==> src/core/ufc_map.svh <==
// register offsets, field positions, masks and reset values of the bank
`ifndef UFC_MAP_SVH
`define UFC_MAP_SVH
// ------------------------------------------------------------
// register offsets
// ------------------------------------------------------------
`define UFC_OFF_IN_EN    3'h0
`define UFC_OFF_OUT_EN   3'h1
`define UFC_OFF_SIZE_LO  3'h2
`define UFC_OFF_SIZE_HI  3'h3
`define UFC_OFF_BUF_MODE 3'h4
// ------------------------------------------------------------
// reset values and implemented-bit masks
// ------------------------------------------------------------
`define UFC_RST_VAL      8'h00
`define UFC_MASK_SIZE_LO 8'hFC
`define UFC_MASK_BUF     8'h0F
`define UFC_OUT_EP_MASK  8'hF2
// ------------------------------------------------------------
// field positions
// ------------------------------------------------------------
`define UFC_TOG_BIT      0
`define UFC_EP2_DB_BIT   0
`define UFC_EP3_DB_BIT   2
`define UFC_SIZE_MIN     7'h08
`endif

==> src/core/ufc_pkg.sv <==
// shared types of the endpoint fifo configuration bank
package ufc_pkg;
    // software register port request
    typedef struct packed {
        logic [2:0] addr;
        logic [7:0] wdata;
        logic       wr;
        logic       rd;
    } ufc_bus_req_t;
    // transfer events from the serial engine
    typedef struct packed {
        logic [2:0] ep;
        logic       start;
        logic       ack;
    } ufc_xfer_t;
    // configuration captured for the transfer in progress
    typedef struct packed {
        logic       inEn;
        logic       outEn;
        logic [6:0] sizeBytes;
        logic       doubleBuf;
    } ufc_ep_cfg_t;
endpackage

==> src/core/ufc_toggle_track.sv <==
// per-endpoint data toggle tracker
`timescale 1ns/100ps
module ufc_toggle_track #(
    parameter int NUM_EP = 8
) (
    // clock and reset
    input  wire logic              clk,
    input  wire logic              reset,
    // control
    input  wire logic              startSel,
    input  wire ufc_pkg::ufc_xfer_t xfer,
    // toggle state, 1 means the next packet is DATA1
    output logic [NUM_EP-1:0]      pidVec
);
    import ufc_pkg::*;

    // load the first toggle at transfer start, flip after each ack given without a start
    always_ff @(posedge clk or posedge reset) begin
        if (reset) begin
            pidVec <= '0;
        end else if (xfer.start) begin
            pidVec[xfer.ep] <= startSel; // RULE_04 RULE_05
        end else if (xfer.ack) begin
            pidVec[xfer.ep] <= ~pidVec[xfer.ep]; // RULE_05
        end
    end
endmodule

==> src/core/ufc_config_bank.sv <==
// endpoint fifo configuration register bank
// Overview of operation
// (RULE_01) Input enable bits 7..1 enable the input fifos of endpoints 7..1.
// (RULE_02) Output enable bits 7,6,5,4,1 enable those endpoints' out fifos.
// (RULE_03) Software writes zero to reserved output enable bits 3 and 2.
// (RULE_04) Toggle select 0 makes the next transfer start with DATA0.
// (RULE_05) Toggle select 1 starts with DATA1, then the toggle alternates.
// (RULE_06) Low size register holds 2-bit sizes for endpoints 3,2,1 (8..64).
// (RULE_07) Low size register bits 1 and 0 always read as zero.
// (RULE_08) High size register holds 2-bit sizes for endpoints 7,6,5,4.
// (RULE_09) Buffer mode bit 2 selects single or double buffer for ep3 in.
// (RULE_10) Buffer mode bit 0 selects single or double buffer for ep2 in.
// (RULE_11) Buffer bits 3,1 are written zero; bits 7..4 read as zero.
// (RULE_12) Buffer mode register is cleared only by power-on reset.
// (RULE_13) Bits read back as written and steer transfers started later.
`timescale 1ns/100ps
`include "ufc_map.svh"
module ufc_config_bank #(
    parameter int NUM_EP = 8
) (
    // clock, power-on reset and other reset source
    input  wire logic                   clk,
    input  wire logic                   reset,
    input  wire logic                   sysReset,
    // register port
    input  wire ufc_pkg::ufc_bus_req_t  busReq,
    output logic [7:0]                  rdata,
    // serial engine transfer events
    input  wire ufc_pkg::ufc_xfer_t     xfer,
    // decoded per-endpoint configuration
    output logic [NUM_EP-1:0]           epInEn,
    output logic [NUM_EP-1:0]           epOutEn,
    output logic [NUM_EP-1:0][6:0]      epSizeBytes,
    output logic [NUM_EP-1:0]           epDoubleBuf,
    output logic [NUM_EP-1:0]           epDataPid,
    // configuration latched at transfer start
    output ufc_pkg::ufc_ep_cfg_t        activeCfg
);
    import ufc_pkg::*;

    // ------------------------------------------------------------
    // storage
    // ------------------------------------------------------------
    logic [7:0] in_enable_reg;
    logic [7:0] out_enable_reg;
    logic [7:0] size_reg_low;
    logic [7:0] size_reg_high;
    logic [7:0] buffer_mode_reg;
    logic [7:0] rdataNext;
    logic [NUM_EP-1:0][1:0] sizeSel;

    // size selector to byte count, 00..11 gives 8,16,32,64
    function automatic logic [6:0] sizeDecode(input logic [1:0] sel);
        sizeDecode = `UFC_SIZE_MIN << sel;
    endfunction

    // write strobe for one offset
    function automatic logic wrHit(input ufc_bus_req_t r,
                                   input logic [2:0] off);
        wrHit = r.wr && (r.addr == off);
    endfunction

    // bits that hold state at an offset, the rest read as zero
    function automatic logic [7:0] implMask(input logic [2:0] off);
        case (off)
            `UFC_OFF_SIZE_LO:  implMask = `UFC_MASK_SIZE_LO;
            `UFC_OFF_BUF_MODE: implMask = `UFC_MASK_BUF;
            `UFC_OFF_IN_EN,
            `UFC_OFF_OUT_EN,
            `UFC_OFF_SIZE_HI:  implMask = 8'hFF;
            default:           implMask = 8'h00;
        endcase
    endfunction

    // ------------------------------------------------------------
    // registers cleared by any reset
    // ------------------------------------------------------------
    // enable registers, all bits stored as written
    always_ff @(posedge clk or posedge reset) begin
        if (reset) begin
            in_enable_reg  <= `UFC_RST_VAL;
            out_enable_reg <= `UFC_RST_VAL;
        end else if (sysReset) begin
            in_enable_reg  <= `UFC_RST_VAL;
            out_enable_reg <= `UFC_RST_VAL;
        end else begin
            if (wrHit(busReq, `UFC_OFF_IN_EN)) begin
                in_enable_reg <= busReq.wdata; // RULE_01 RULE_13
            end
            if (wrHit(busReq, `UFC_OFF_OUT_EN)) begin
                out_enable_reg <= busReq.wdata; // RULE_02 RULE_13
            end
        end
    end

    // size registers, low bits 1..0 of the low register not stored
    always_ff @(posedge clk or posedge reset) begin
        if (reset) begin
            size_reg_low  <= `UFC_RST_VAL;
            size_reg_high <= `UFC_RST_VAL;
        end else if (sysReset) begin
            size_reg_low  <= `UFC_RST_VAL;
            size_reg_high <= `UFC_RST_VAL;
        end else begin
            if (wrHit(busReq, `UFC_OFF_SIZE_LO)) begin
                size_reg_low <= busReq.wdata & `UFC_MASK_SIZE_LO; // RULE_07
            end
            if (wrHit(busReq, `UFC_OFF_SIZE_HI)) begin
                size_reg_high <= busReq.wdata; // RULE_08
            end
        end
    end

    // ------------------------------------------------------------
    // register cleared by power-on reset only
    // ------------------------------------------------------------
    // the other reset source is deliberately not looked at here
    always_ff @(posedge clk or posedge reset) begin
        if (reset) begin
            buffer_mode_reg <= `UFC_RST_VAL; // RULE_12
        end else if (wrHit(busReq, `UFC_OFF_BUF_MODE)) begin
            buffer_mode_reg <= busReq.wdata & `UFC_MASK_BUF; // RULE_11
        end
    end

    // ------------------------------------------------------------
    // read path
    // ------------------------------------------------------------
    // unmapped offsets read as zero
    always_comb begin
        case (busReq.addr)
            `UFC_OFF_IN_EN:    rdataNext = in_enable_reg;
            `UFC_OFF_OUT_EN:   rdataNext = out_enable_reg;
            `UFC_OFF_SIZE_LO:  rdataNext = size_reg_low;
            `UFC_OFF_SIZE_HI:  rdataNext = size_reg_high;
            `UFC_OFF_BUF_MODE: rdataNext = buffer_mode_reg;
            default:           rdataNext = 8'h00;
        endcase
    end

    // read data stands only in the cycle after the strobe
    always_ff @(posedge clk or posedge reset) begin
        if (reset) begin
            rdata <= 8'h00;
        end else if (busReq.rd) begin
            rdata <= rdataNext; // RULE_13
        end else begin
            rdata <= 8'h00;
        end
    end

    // ------------------------------------------------------------
    // per-endpoint decode
    // ------------------------------------------------------------
    // endpoint 0 has no size field here and uses the smallest code
    always_comb begin
        sizeSel[0] = 2'b00;
        sizeSel[1] = size_reg_low[3:2];  // RULE_06
        sizeSel[2] = size_reg_low[5:4];  // RULE_06
        sizeSel[3] = size_reg_low[7:6];  // RULE_06
        sizeSel[4] = size_reg_high[1:0]; // RULE_08
        sizeSel[5] = size_reg_high[3:2]; // RULE_08
        sizeSel[6] = size_reg_high[5:4]; // RULE_08
        sizeSel[7] = size_reg_high[7:6]; // RULE_08
    end

    // enables, sizes and buffer modes seen by the fifo logic
    always_comb begin
        epInEn  = in_enable_reg; // RULE_01
        epOutEn = out_enable_reg & `UFC_OUT_EP_MASK; // RULE_02
        epDoubleBuf = '0;
        epDoubleBuf[2] = buffer_mode_reg[`UFC_EP2_DB_BIT]; // RULE_10
        epDoubleBuf[3] = buffer_mode_reg[`UFC_EP3_DB_BIT]; // RULE_09
        for (int i = 0; i < NUM_EP; i++) begin
            epSizeBytes[i] = sizeDecode(sizeSel[i]);
        end
    end

    // ------------------------------------------------------------
    // transfer snapshot
    // ------------------------------------------------------------
    // a write during a transfer only affects the next one
    always_ff @(posedge clk or posedge reset) begin
        if (reset) begin
            activeCfg <= '0;
        end else if (xfer.start) begin
            activeCfg.inEn      <= epInEn[xfer.ep];  // RULE_13
            activeCfg.outEn     <= epOutEn[xfer.ep];
            activeCfg.sizeBytes <= sizeDecode(sizeSel[xfer.ep]);
            activeCfg.doubleBuf <= epDoubleBuf[xfer.ep];
        end
    end

    // data toggle tracking per endpoint
    ufc_toggle_track #(
        .NUM_EP (NUM_EP)
    ) uToggle (
        .clk      (clk),
        .reset    (reset),
        .startSel (out_enable_reg[`UFC_TOG_BIT]), // RULE_04 RULE_05
        .xfer     (xfer),
        .pidVec   (epDataPid)
    );
endmodule

==> config.mk <==
export PLATFORM = sky130hd
export DESIGN_NAME = ufc_config_bank
export DESIGN_NICKNAME = d
export VERILOG_FILES = /design/src/core/ufc_pkg.sv /design/src/core/ufc_toggle_track.sv /design/src/core/ufc_config_bank.sv
export VERILOG_INCLUDE_DIRS = /design/src /design/src/core
export SDC_FILE = /design/constraint.sdc
export NUM_CORES = 1
export LEC_CHECK = 0
export BUFFER_PORTS_ARGS = -buffer_cell sky130_fd_sc_hd__buf_2
export CELL_PAD_IN_SITES_DETAIL_PLACEMENT = 1
export CELL_PAD_IN_SITES_GLOBAL_PLACEMENT = 1
export CORE_UTILIZATION = 40
export DETAILED_ROUTE_END_ITERATION = 12
export MAX_ROUTING_LAYER = met4
export PLACE_DENSITY = 0.95
export SETUP_SLACK_MARGIN = 0.3
export SYNTH_ARGS = -nofsm -noshare
export SYNTH_HDL_FRONTEND = slang
export SYNTH_HIERARCHICAL = 1
export SYNTH_SLANG_ARGS = --single-unit
==> constraint.sdc <==
create_clock -name clk -period 3.04 [get_ports clk]
set_input_delay 0.608 -clock clk [delete_from_list [all_inputs] [get_ports clk]]
set_output_delay 0.608 -clock clk [all_outputs]
set_load 0.05 [all_outputs]
Word level (Yosys, flattened, before mapping)
Index checks and enable logic that the tools add are counted.
Widths: inputs -> output; s select.
{"block": "classes", "n_mux": 26, "eq_ne": 4, "bitwise": 1, "order_cmp": 2, "shift": 8, "n_reduce_logical": 12}
{"cell": "$mux 8", "count": 11}
{"cell": "$shl 4x2->7 const A", "count": 8}
{"cell": "$pmux 8 s5", "count": 1}
{"cell": "$bwmux 8", "count": 2}
{"cell": "$bmux 1 s3", "count": 4}
{"cell": "$reduce_bool 2->1", "count": 5}
{"cell": "$bmux 2 s3", "count": 1}
{"cell": "$eq 3x2->1 const B", "count": 2}
{"cell": "$logic_and 1x1->1", "count": 6}
{"cell": "$mux 1", "count": 5}
{"cell": "$lt 3x4->1 const B", "count": 1}
{"cell": "$demux 1 s3", "count": 1}
{"cell": "$eq 3x1->1 const B", "count": 1}
{"cell": "$eq 3x3->1 const B", "count": 1}
{"cell": "$ge 3x1->1 const B", "count": 1}
{"cell": "$logic_not 3->1", "count": 1}
{"cell": "$mux 2", "count": 1}
{"cell": "$not 1->1", "count": 1}
{"block": "totals", "register_bits": 62, "inputBits": 21}

Depth between registers and ports, before layout
Gate-level depths: netlist of the first run.
{"block": "logic_depth", "depth_word": 7, "ltp_mapped": 5}

By module
Netlist of the first run, hierarchy kept.
{"module": "ufc_config_bank", "n_inst": 1, "area_per_inst_um2": 2990.4, "cells_each": 298}
{"module": "ufc_toggle_track", "n_inst": 1, "area_per_inst_um2": 503.0, "cells_each": 50}

Worst setup path after synthesis of the first run
OpenSTA, ideal clock, no wires.
{"block": "synth_timing", "path_kind": "register to output", "start": "register size_reg_low[4]", "end": "output port epSizeBytes[18] (netlist name)", "path_buffers": 0, "required_ps": 2432, "path_stages_with_launch": 2, "slack_ps": 1287, "t_arrival_ps": 1145, "path_cell_list": "dfrtp_1 > nor2b_1"}
{"item": "from (decl)", "line_no": "ufc_config_bank.sv:46", "rtl": "logic [7:0] size_reg_low;"}
{"item": "from (signal assigned)", "line_no": "ufc_config_bank.sv:99", "rtl": "size_reg_low <= `UFC_RST_VAL;"}
{"item": "from (signal assigned)", "line_no": "ufc_config_bank.sv:102", "rtl": "size_reg_low <= `UFC_RST_VAL;"}
{"item": "from (signal assigned)", "line_no": "ufc_config_bank.sv:106", "rtl": "size_reg_low <= busReq.wdata & `UFC_MASK_SIZE_LO;"}
{"item": "to (decl)", "line_no": "ufc_config_bank.sv:33", "rtl": "output logic [NUM_EP-1:0][6:0] epSizeBytes,"}

==> run metrics, run 1 <==
DRT Pass-1 Iters 5; RSZ-0062 raised after global routing no; Flop pwr share 41.3%; core area 0.00834 sq mm; worst clock skew 0.00896 ns; initial antenna violation count 0; crit path time final 1.96 ns; Pint 1.29 mW; Max-cap violations 0; most frequent cells in the layout buf_2 (86), dfrtp_1 (57), conb_1 (40); crit share post-route 64.3%; WS Path Type flop to primary output; max-slew violations 0; Synth warnings 6; setup TNS 0 ns; share of cells above drive strength 1 30.7%; Detailed Route WL 9850 um; Root Buffer Master clkbuf_8; post-synthesis sequential area ratio 40.8%; Startpoint Class flop; clk slew on worst S/H paths 0.07 ns; Routed Antenna Nets 0; Num Clock Sinks 57; FILL cells 1010; Worst VDD drop 0.000248 V; Hold Fails Final Rpt 0; average wire per standard cell 18.5 um; combinational share of power 27.2%; Placed Cells 517; Finish-stage setup viols 0; Tot Pwr 2.08 mW; H-tree depth 3; CTS Buf Count 9; WP data arrival 1.35 ns; largest net degree at the start of global routing 50; CTS Hold Bufs 0; crit-path max FO 7; most common cell after layout, fill and taps aside buf_2; Chip Width 95.5 um; slack of the worst reg-to-reg path 1.51 ns; final std cells w/o fill 532; IO Pins 127; Required @ worst endpoint 2.43 ns; Avg Cell Area, Syn 10.0 sq um; Worst R2R Start size_reg_low[2]; initial core utilization 41.9%; CTS tree done; synthesis-stage register bit count 57; ant diodes 0; IO buf count 86; first-pass GRT wire length 15700 um; gr ovfl total 0; Post-CTS Setup Inserts 0; Net Sw Power 0.790 mW; placer congestion estimate 0.856; all-layer global routing usage 24.0%; Power per Cell Area 528 mW/mm^2; Area Overhead vs Synth 12.9%; Syn Std Cell Area 0.00349 sq mm; fmax 511 MHz; total number of vias 2812; part of the power in the clock network 31.5%; Mapped Cells 348; vias per inst 5.29; Skew-Pair Late Insertion Delay 0.35 ns; full die area 0.00911 sq mm; number of global-route vias before repair 2955; Hold Path Class input pin to asynchronous set/reset pin; switching share of power 38.0%; drt initial violations 205; Least-Margin Pin Slew 1.04 ns; Worst setup startpoint size_reg_low[2]; Site Rows 33; Clock Tree Buf Depth 2; Die Ht 95.5 um; Final nets 444; outcome finished clean; post-cts gate resize count 0; Worst slew margin 30.8%; leakage 1.97 nW; library cells used by synthesis 47; crit end category primary output; DPL Wire Length 7360 um; Hold Slack 0.212 ns; residual DRC count 0
-- path summary, 6_finish.rpt --
kind | endpoint | depth (start not counted)
worst min register to register | buffer_mode_reg[1] | 1
worst min-delay path | uToggle/pidVec[1] | 2
min in group clk | buffer_mode_reg[1] | 1
max in group asynchronous | epInEn[4] | 2
worst max register to register | activeCfg[7] | 4
worst max-delay path | epSizeBytes[11] | 2
-- area by class of cell --
cell class	instances	area [sq um]	share of cell area [%]
tap	105	131	3.33
clock inverter	3	15.0	0.381
multi-input combinational	262	1750	44.3
sequential	57	1430	36.2
timing repair buffer	86	430	10.9
clock buffer	12	165	4.19
inverter	7	26.3	0.666
-- power groups by stage --
stage | clock network [mW] | logic [mW] | registers, mW
5_1_grt | 0.694 | 0.601 | 0.866
6_report | 0.655 | 0.567 | 0.860
4_1_cts | 0.666 | 0.568 | 0.860
2_1_floorplan | 0 | 0.376 | 0.985
3_3_place_gp | 0 | 0.549 | 0.868
3_5_place_dp | 0 | 0.566 | 0.874
-- worst max-delay path, stage by stage (launching register included) --
cell and delay [ns]:
dfrtp_1 0.49, nor2b_1 0.21, buf_2 0.30
-- cell usage after synthesis (all sizes together) --
master  number  area, sq um
or3          1         6.26
mux2         8         90.1
a21boi       1         7.51
clkbuf       5         18.8
a221oi       4         47.6
nor2b       23          159
nand3b       2         15.0
and4bb       1         12.5
o32a         4         41.3
buf         55          417
o21ai        6         33.8
o211ai       1         7.51
conb         2         7.51
o32ai        1         8.76
o31ai        2         15.0
nand2       37          146
mux4         8          191
and3         4         25.0
a211oi       2         20.0
nor3         5         41.3
or2          1         6.26
a221o        2         20.0
and2        10         62.6
o21bai       1         18.8
nand2b       7         58.8
mux2i       23          230
nor2        32          128
a22oi        3         22.5
o22ai        2         12.5
inv          7         26.3
nand3        5         25.0
a21oi       22          110
a31o         4         35.0
dfrtp       57         1430
-- through the flow --
stage	cell area, sq um	util, %	setup WS [ns]
2_1_floorplan	3640	-	1.26
3_3_place_gp	3760	45.1	1.00
3_5_place_dp	3760	45.1	0.962
4_1_cts	3940	47.3	1.06
5_1_grt	3940	47.3	1.02
6_report	3940	47.3	1.08
-- layer usage --
layer	vias to the layer above	track usage, %	routed length [um]
met2	108	40.3	5130
met3	21	4.39	562
met5	-	-	0
met4	0	10.6	233
met1	1420	28.1	3920
li1	1263	-	-
-- logic make-up after synthesis --
group	synth area share, %
DFF	40.8
AOI/OAI and AO/OA	11.5
buffers and inverters	13.2
and+or+nand+nor	19.6
muxes	14.6
other	0.215
Note: power is estimated with default switching activity, not from simulation.
==> run 2, diff against run 1 <==
--- a/config.mk
+++ b/config.mk
@@ -9,10 +9,10 @@
 export BUFFER_PORTS_ARGS = -buffer_cell sky130_fd_sc_hd__buf_2
 export CELL_PAD_IN_SITES_DETAIL_PLACEMENT = 1
 export CELL_PAD_IN_SITES_GLOBAL_PLACEMENT = 1
-export CORE_UTILIZATION = 40
+export CORE_UTILIZATION = 37
 export DETAILED_ROUTE_END_ITERATION = 12
 export MAX_ROUTING_LAYER = met4
-export PLACE_DENSITY = 0.95
+export PLACE_DENSITY = 0.91
 export SETUP_SLACK_MARGIN = 0.3
 export SYNTH_ARGS = -nofsm -noshare
 export SYNTH_HDL_FRONTEND = slang
==> constraint.sdc (replaced) <==
create_clock -name clk -period 1.9 [get_ports clk]
set_input_delay 0.38 -clock clk [delete_from_list [all_inputs] [get_ports clk]]
set_output_delay 0.38 -clock clk [all_outputs]
set_load 0.05 [all_outputs]
==> run metrics, run 2 (same netlist as run 1, synthesis figures left out) <==
outcome finished clean; CTS tree done; average wire per standard cell 19.0 um; placer congestion estimate 0.810; crit share post-route 83.6%; DPL Wire Length 7370 um; Final nets 460; Chip Width 99.2 um; cell area after layout 0.00416 sq mm; Area Overhead vs Synth 19.2%; Least-Margin Pin Slew 0.584 ns; Setup Slack @ Placement 0.146 ns; Skew-Pair Late Insertion Delay 0.35 ns; Final Worst Setup Slack 0.312 ns; IO buf count 86; final std cells w/o fill 555; Tot Pwr 3.37 mW; Worst VDD drop 0.000219 V; most frequent cells in the layout buf_2 (61), dfrtp_1 (43), conb_1 (40); H-tree depth 3; max-slew violations 0; Placed Cells 531; DRT Pass-1 Iters 6; FILL cells 1077; Max-cap violations 0; Die Ht 99.2 um; Num Clock Sinks 57; drt initial violations 268; Reg area 0.00144 sq mm; crit-path max FO 6; residual DRC count 0; share of cells above drive strength 1 36.5%; switching share of power 38.9%; Net Sw Power 1.31 mW; worst clock skew 0.0118 ns; part of the power in the clock network 31.5%; Pint 2.06 mW; first-pass GRT wire length 15800 um; leakage 2.03 nW; core area 0.00920 sq mm; combinational share of power 27.7%; CTS Buf Count 9; largest net degree at the start of global routing 31; WP data arrival 1.21 ns; RSZ-0062 raised after global routing yes; Site Rows 35; Routed Antenna Nets 0; crit path time final 1.59 ns; full die area 0.00983 sq mm; setup TNS 0 ns; Hold Slack 0.307 ns; Power per Cell Area 809 mW/mm^2; ant diodes 0; Hold Path Class input pin to flop; all-layer global routing usage 22.0%; number of global-route vias before repair 2982; Startpoint Class flop; multi-input logic area 0.00175 sq mm; Flop pwr share 40.8%; gr ovfl total 0; clk slew on worst S/H paths 0.07 ns; Worst slew margin 61.1%; Clock Tree Buf Depth 2; total number of vias 2949; WS Path Type flop to primary output; Finish-stage setup viols 0; fin util 45.3%; Root Buffer Master clkbuf_8; most common cell after layout, fill and taps aside buf_2; crit end category primary output; Required @ worst endpoint 1.52 ns; Hold Fails Final Rpt 0; vias per inst 5.31; initial antenna violation count 0; fmax 630 MHz; initial core utilization 38.0%; IO Pins 127; dpl cell area 0.00383 sq mm; Detailed Route WL 10500 um
-- run 2: changes by cell type in the layout (fill, tap and decap cells not counted), sizes merged --
cell         delta
dlygate4sd3     +1
clkbuf          +5
buf             +9
clkinvlp        +2
-- run 2: path summary, 6_finish.rpt --
kind	start	to	slack, ns	cells past startpoint
hold reg to reg	buffer_mode_reg[1]	buffer_mode_reg[1]	0.53	1
min in group asynchronous	reset	uToggle/pidVec[2]	0.54	3
max in group asynchronous	reset	size_reg_low[7]	0.63	4
setup reg to reg	size_reg_low[3]	activeCfg[7]	0.36	4
setup / recovery	size_reg_low[3]	epSizeBytes[13]	0.31	2
hold / removal	busReq[9]	size_reg_high[7]	0.31	3
-- run 2: critical path, cell delays in order, from the launching register on --
cell     delay (ns)
dfrtp_2        0.48
and2_1         0.19
buf_4          0.18
-- run 2: power groups by stage --
stage          clock [mW]  combinational, mW  sequential, mW
6_report             1.06              0.933            1.37
5_1_grt              1.13              0.986            1.39
4_1_cts              1.08              0.924            1.37
3_5_place_dp            0              0.916            1.40
3_3_place_gp            0              0.891            1.39
2_1_floorplan           0              0.601            1.58
-- run 2: cell type report --
| class | count | share of cell area, % |
|---|---|---|
| Multi-Input combinational cell | 262 | 42.0 |
| Inverter | 7 | 0.631 |
| Timing Repair Buffer | 102 | 15.0 |
| Clock inverter | 5 | 0.721 |
| Clock buffer | 11 | 3.64 |
| Sequential cell | 57 | 34.7 |
| Tap cell | 111 | 3.34 |
-- run 2: timing repair --
action                     4_1_cts  5_1_grt
gates resized for setup         28       18
buffers inserted                 0        7
hold buffers                     1        0
setup endpoints to repair       26       24
hold endpoints to repair         8        0
-- run 2: layer usage --
metal | vias up | GRT usage [%] | routed length [um]
li1 | 1299 | - | -
met1 | 1488 | 25.5 | 4150
met2 | 139 | 37.4 | 5510
met3 | 23 | 5.69 | 670
met4 | 0 | 7.35 | 203
met5 | - | - | 0
==> run 3, diff against run 2 <==
==> constraint.sdc (replaced) <==
create_clock -name clk -period 1.6 [get_ports clk]
set_input_delay 0.32 -clock clk [delete_from_list [all_inputs] [get_ports clk]]
set_output_delay 0.32 -clock clk [all_outputs]
set_load 0.05 [all_outputs]
==> run metrics, run 3 (same netlist as run 1, synthesis figures left out) <==
vias per inst 5.37; CP cell instances buf_6 > and2_4 > buf_6; Site Rows 35; IO Pins 127; Crit path largest cell delay 0.40 ns; crit-path max FO 6; CTS tree done; multi-input logic area 0.00200 sq mm; Clock Tree Buf Depth 2; worst clock skew 0.00528 ns; number of global-route vias before repair 3215; core area 0.00920 sq mm; most frequent CP cell buf_6; Final nets 487; drt initial violations 149; crit share post-route 95.4%; cell area after layout 0.00493 sq mm; DRT Pass-1 Iters 4; Detailed Route WL 12500 um; CTS Buf Count 9; Hold Fails Final Rpt 0; average wire per standard cell 21.5 um; Max-cap violations 0; Power per Cell Area 840 mW/mm^2; Startpoint Class flop; RSZ-0062 raised after global routing yes; Worst slew margin 60.6%; WP data arrival 1.21 ns; worst-case reg-to-reg path depth 6; max-slew violations 0; Hold Path Class input pin to flop; IO buf count 86; Hold Path Depth 3; fmax 655 MHz; full die area 0.00983 sq mm; slack of the worst reg-to-reg path 0.13 ns; Num Clock Sinks 57; Required @ worst endpoint 1.28 ns; ant diodes 0; Area Overhead vs Synth 41.3%; critical path's slowest cell dfrtp_1; setup TNS 0 ns; Reg area 0.00146 sq mm; WS Path Type flop to primary output; Setup Slack @ Placement -0.103 ns; Finish-stage setup viols 0; DPL Wire Length 7440 um; Root Buffer Master clkbuf_8; total number of vias 3120; Skew-Pair Late Insertion Delay 0.35 ns; Final Worst Setup Slack 0.0735 ns; share of cells above drive strength 1 51.3%; crit path time final 1.53 ns; dpl cell area 0.00399 sq mm; largest net degree at the start of global routing 34; placer congestion estimate 0.801; Routed Antenna Nets 0; crit end category primary output; leakage 2.23 nW; residual DRC count 0; first-pass GRT wire length 17900 um; most common cell after layout, fill and taps aside buf_6; Least-Margin Pin Slew 0.592 ns; all-layer global routing usage 24.7%; initial antenna violation count 0; outcome finished clean; gr ovfl total 0; H-tree depth 3; clk slew on worst S/H paths 0.06 ns; initial core utilization 38.0%; Die Ht 99.2 um; FILL cells 1001; most frequent cells in the layout buf_6 (56), conb_1 (40), nand2_1 (35); Worst VDD drop 0.000363 V; Chip Width 99.2 um
run 3: where the power goes:
group	leakage, nW	switching [mW]	internal [mW]
Sequential	0.726	0.100	1.55
Combinational	1.42	0.905	0.402
Clock	0.0805	0.594	0.596
run 3: layout make-up:
type,instances,share of cell area (%)
timing repair buffer,129,23.3
multi-input combinational,262,40.6
clock inverter,1,0.101
inverter,7,0.609
clock buffer,14,3.09
tap,111,2.81
sequential,57,29.5
run 3: metal layers:
layer	share of wire (%)	up-vias	track usage (%)
li1	-	1355	-
met1	38	1588	28.5
met5	0	-	-
met2	53	144	42.9
met3	5.3	33	4.08
met4	3.0	0	10.5
run 3: final timing paths:
path                                       to                from
setup reg to reg                     rdata[2]     size_reg_low[2]
max in group asynchronous    size_reg_high[4]               reset
hold reg to reg            buffer_mode_reg[3]  buffer_mode_reg[3]
min in group asynchronous   uToggle/pidVec[7]               reset
hold / removal                      epInEn[1]           busReq[3]
setup / recovery              epSizeBytes[27]     size_reg_low[6]
run 3: what timing repair did:
action / CTS / global route
hold buffers: 1 / 0
setup buffers: 17 / 8
endpoints found under the hold margin: 24 / 0
endpoints found under the setup margin: 58 / 97
pin swaps: 10 / 10
gates resized for setup: 123 / 63
run 3: worst max-delay path: cells and delay by family (launching register included):
family | cells | cell delay (ns)
buffers and inverters | 2 | 0.30
flip-flops | 1 | 0.40
AND/OR/NAND/NOR | 1 | 0.16
run 3: metrics by stage:
stage	hold slack, ns	std cells	utilization, %	power, mW
3_3_place_gp	0.313	540	43.3	2.73
6_report	0.258	581	53.7	4.14
4_1_cts	0.241	573	50.8	4.03
2_1_floorplan	0.136	386	-	2.60
3_5_place_dp	0.317	540	43.3	2.78
5_1_grt	0.263	581	53.7	4.29
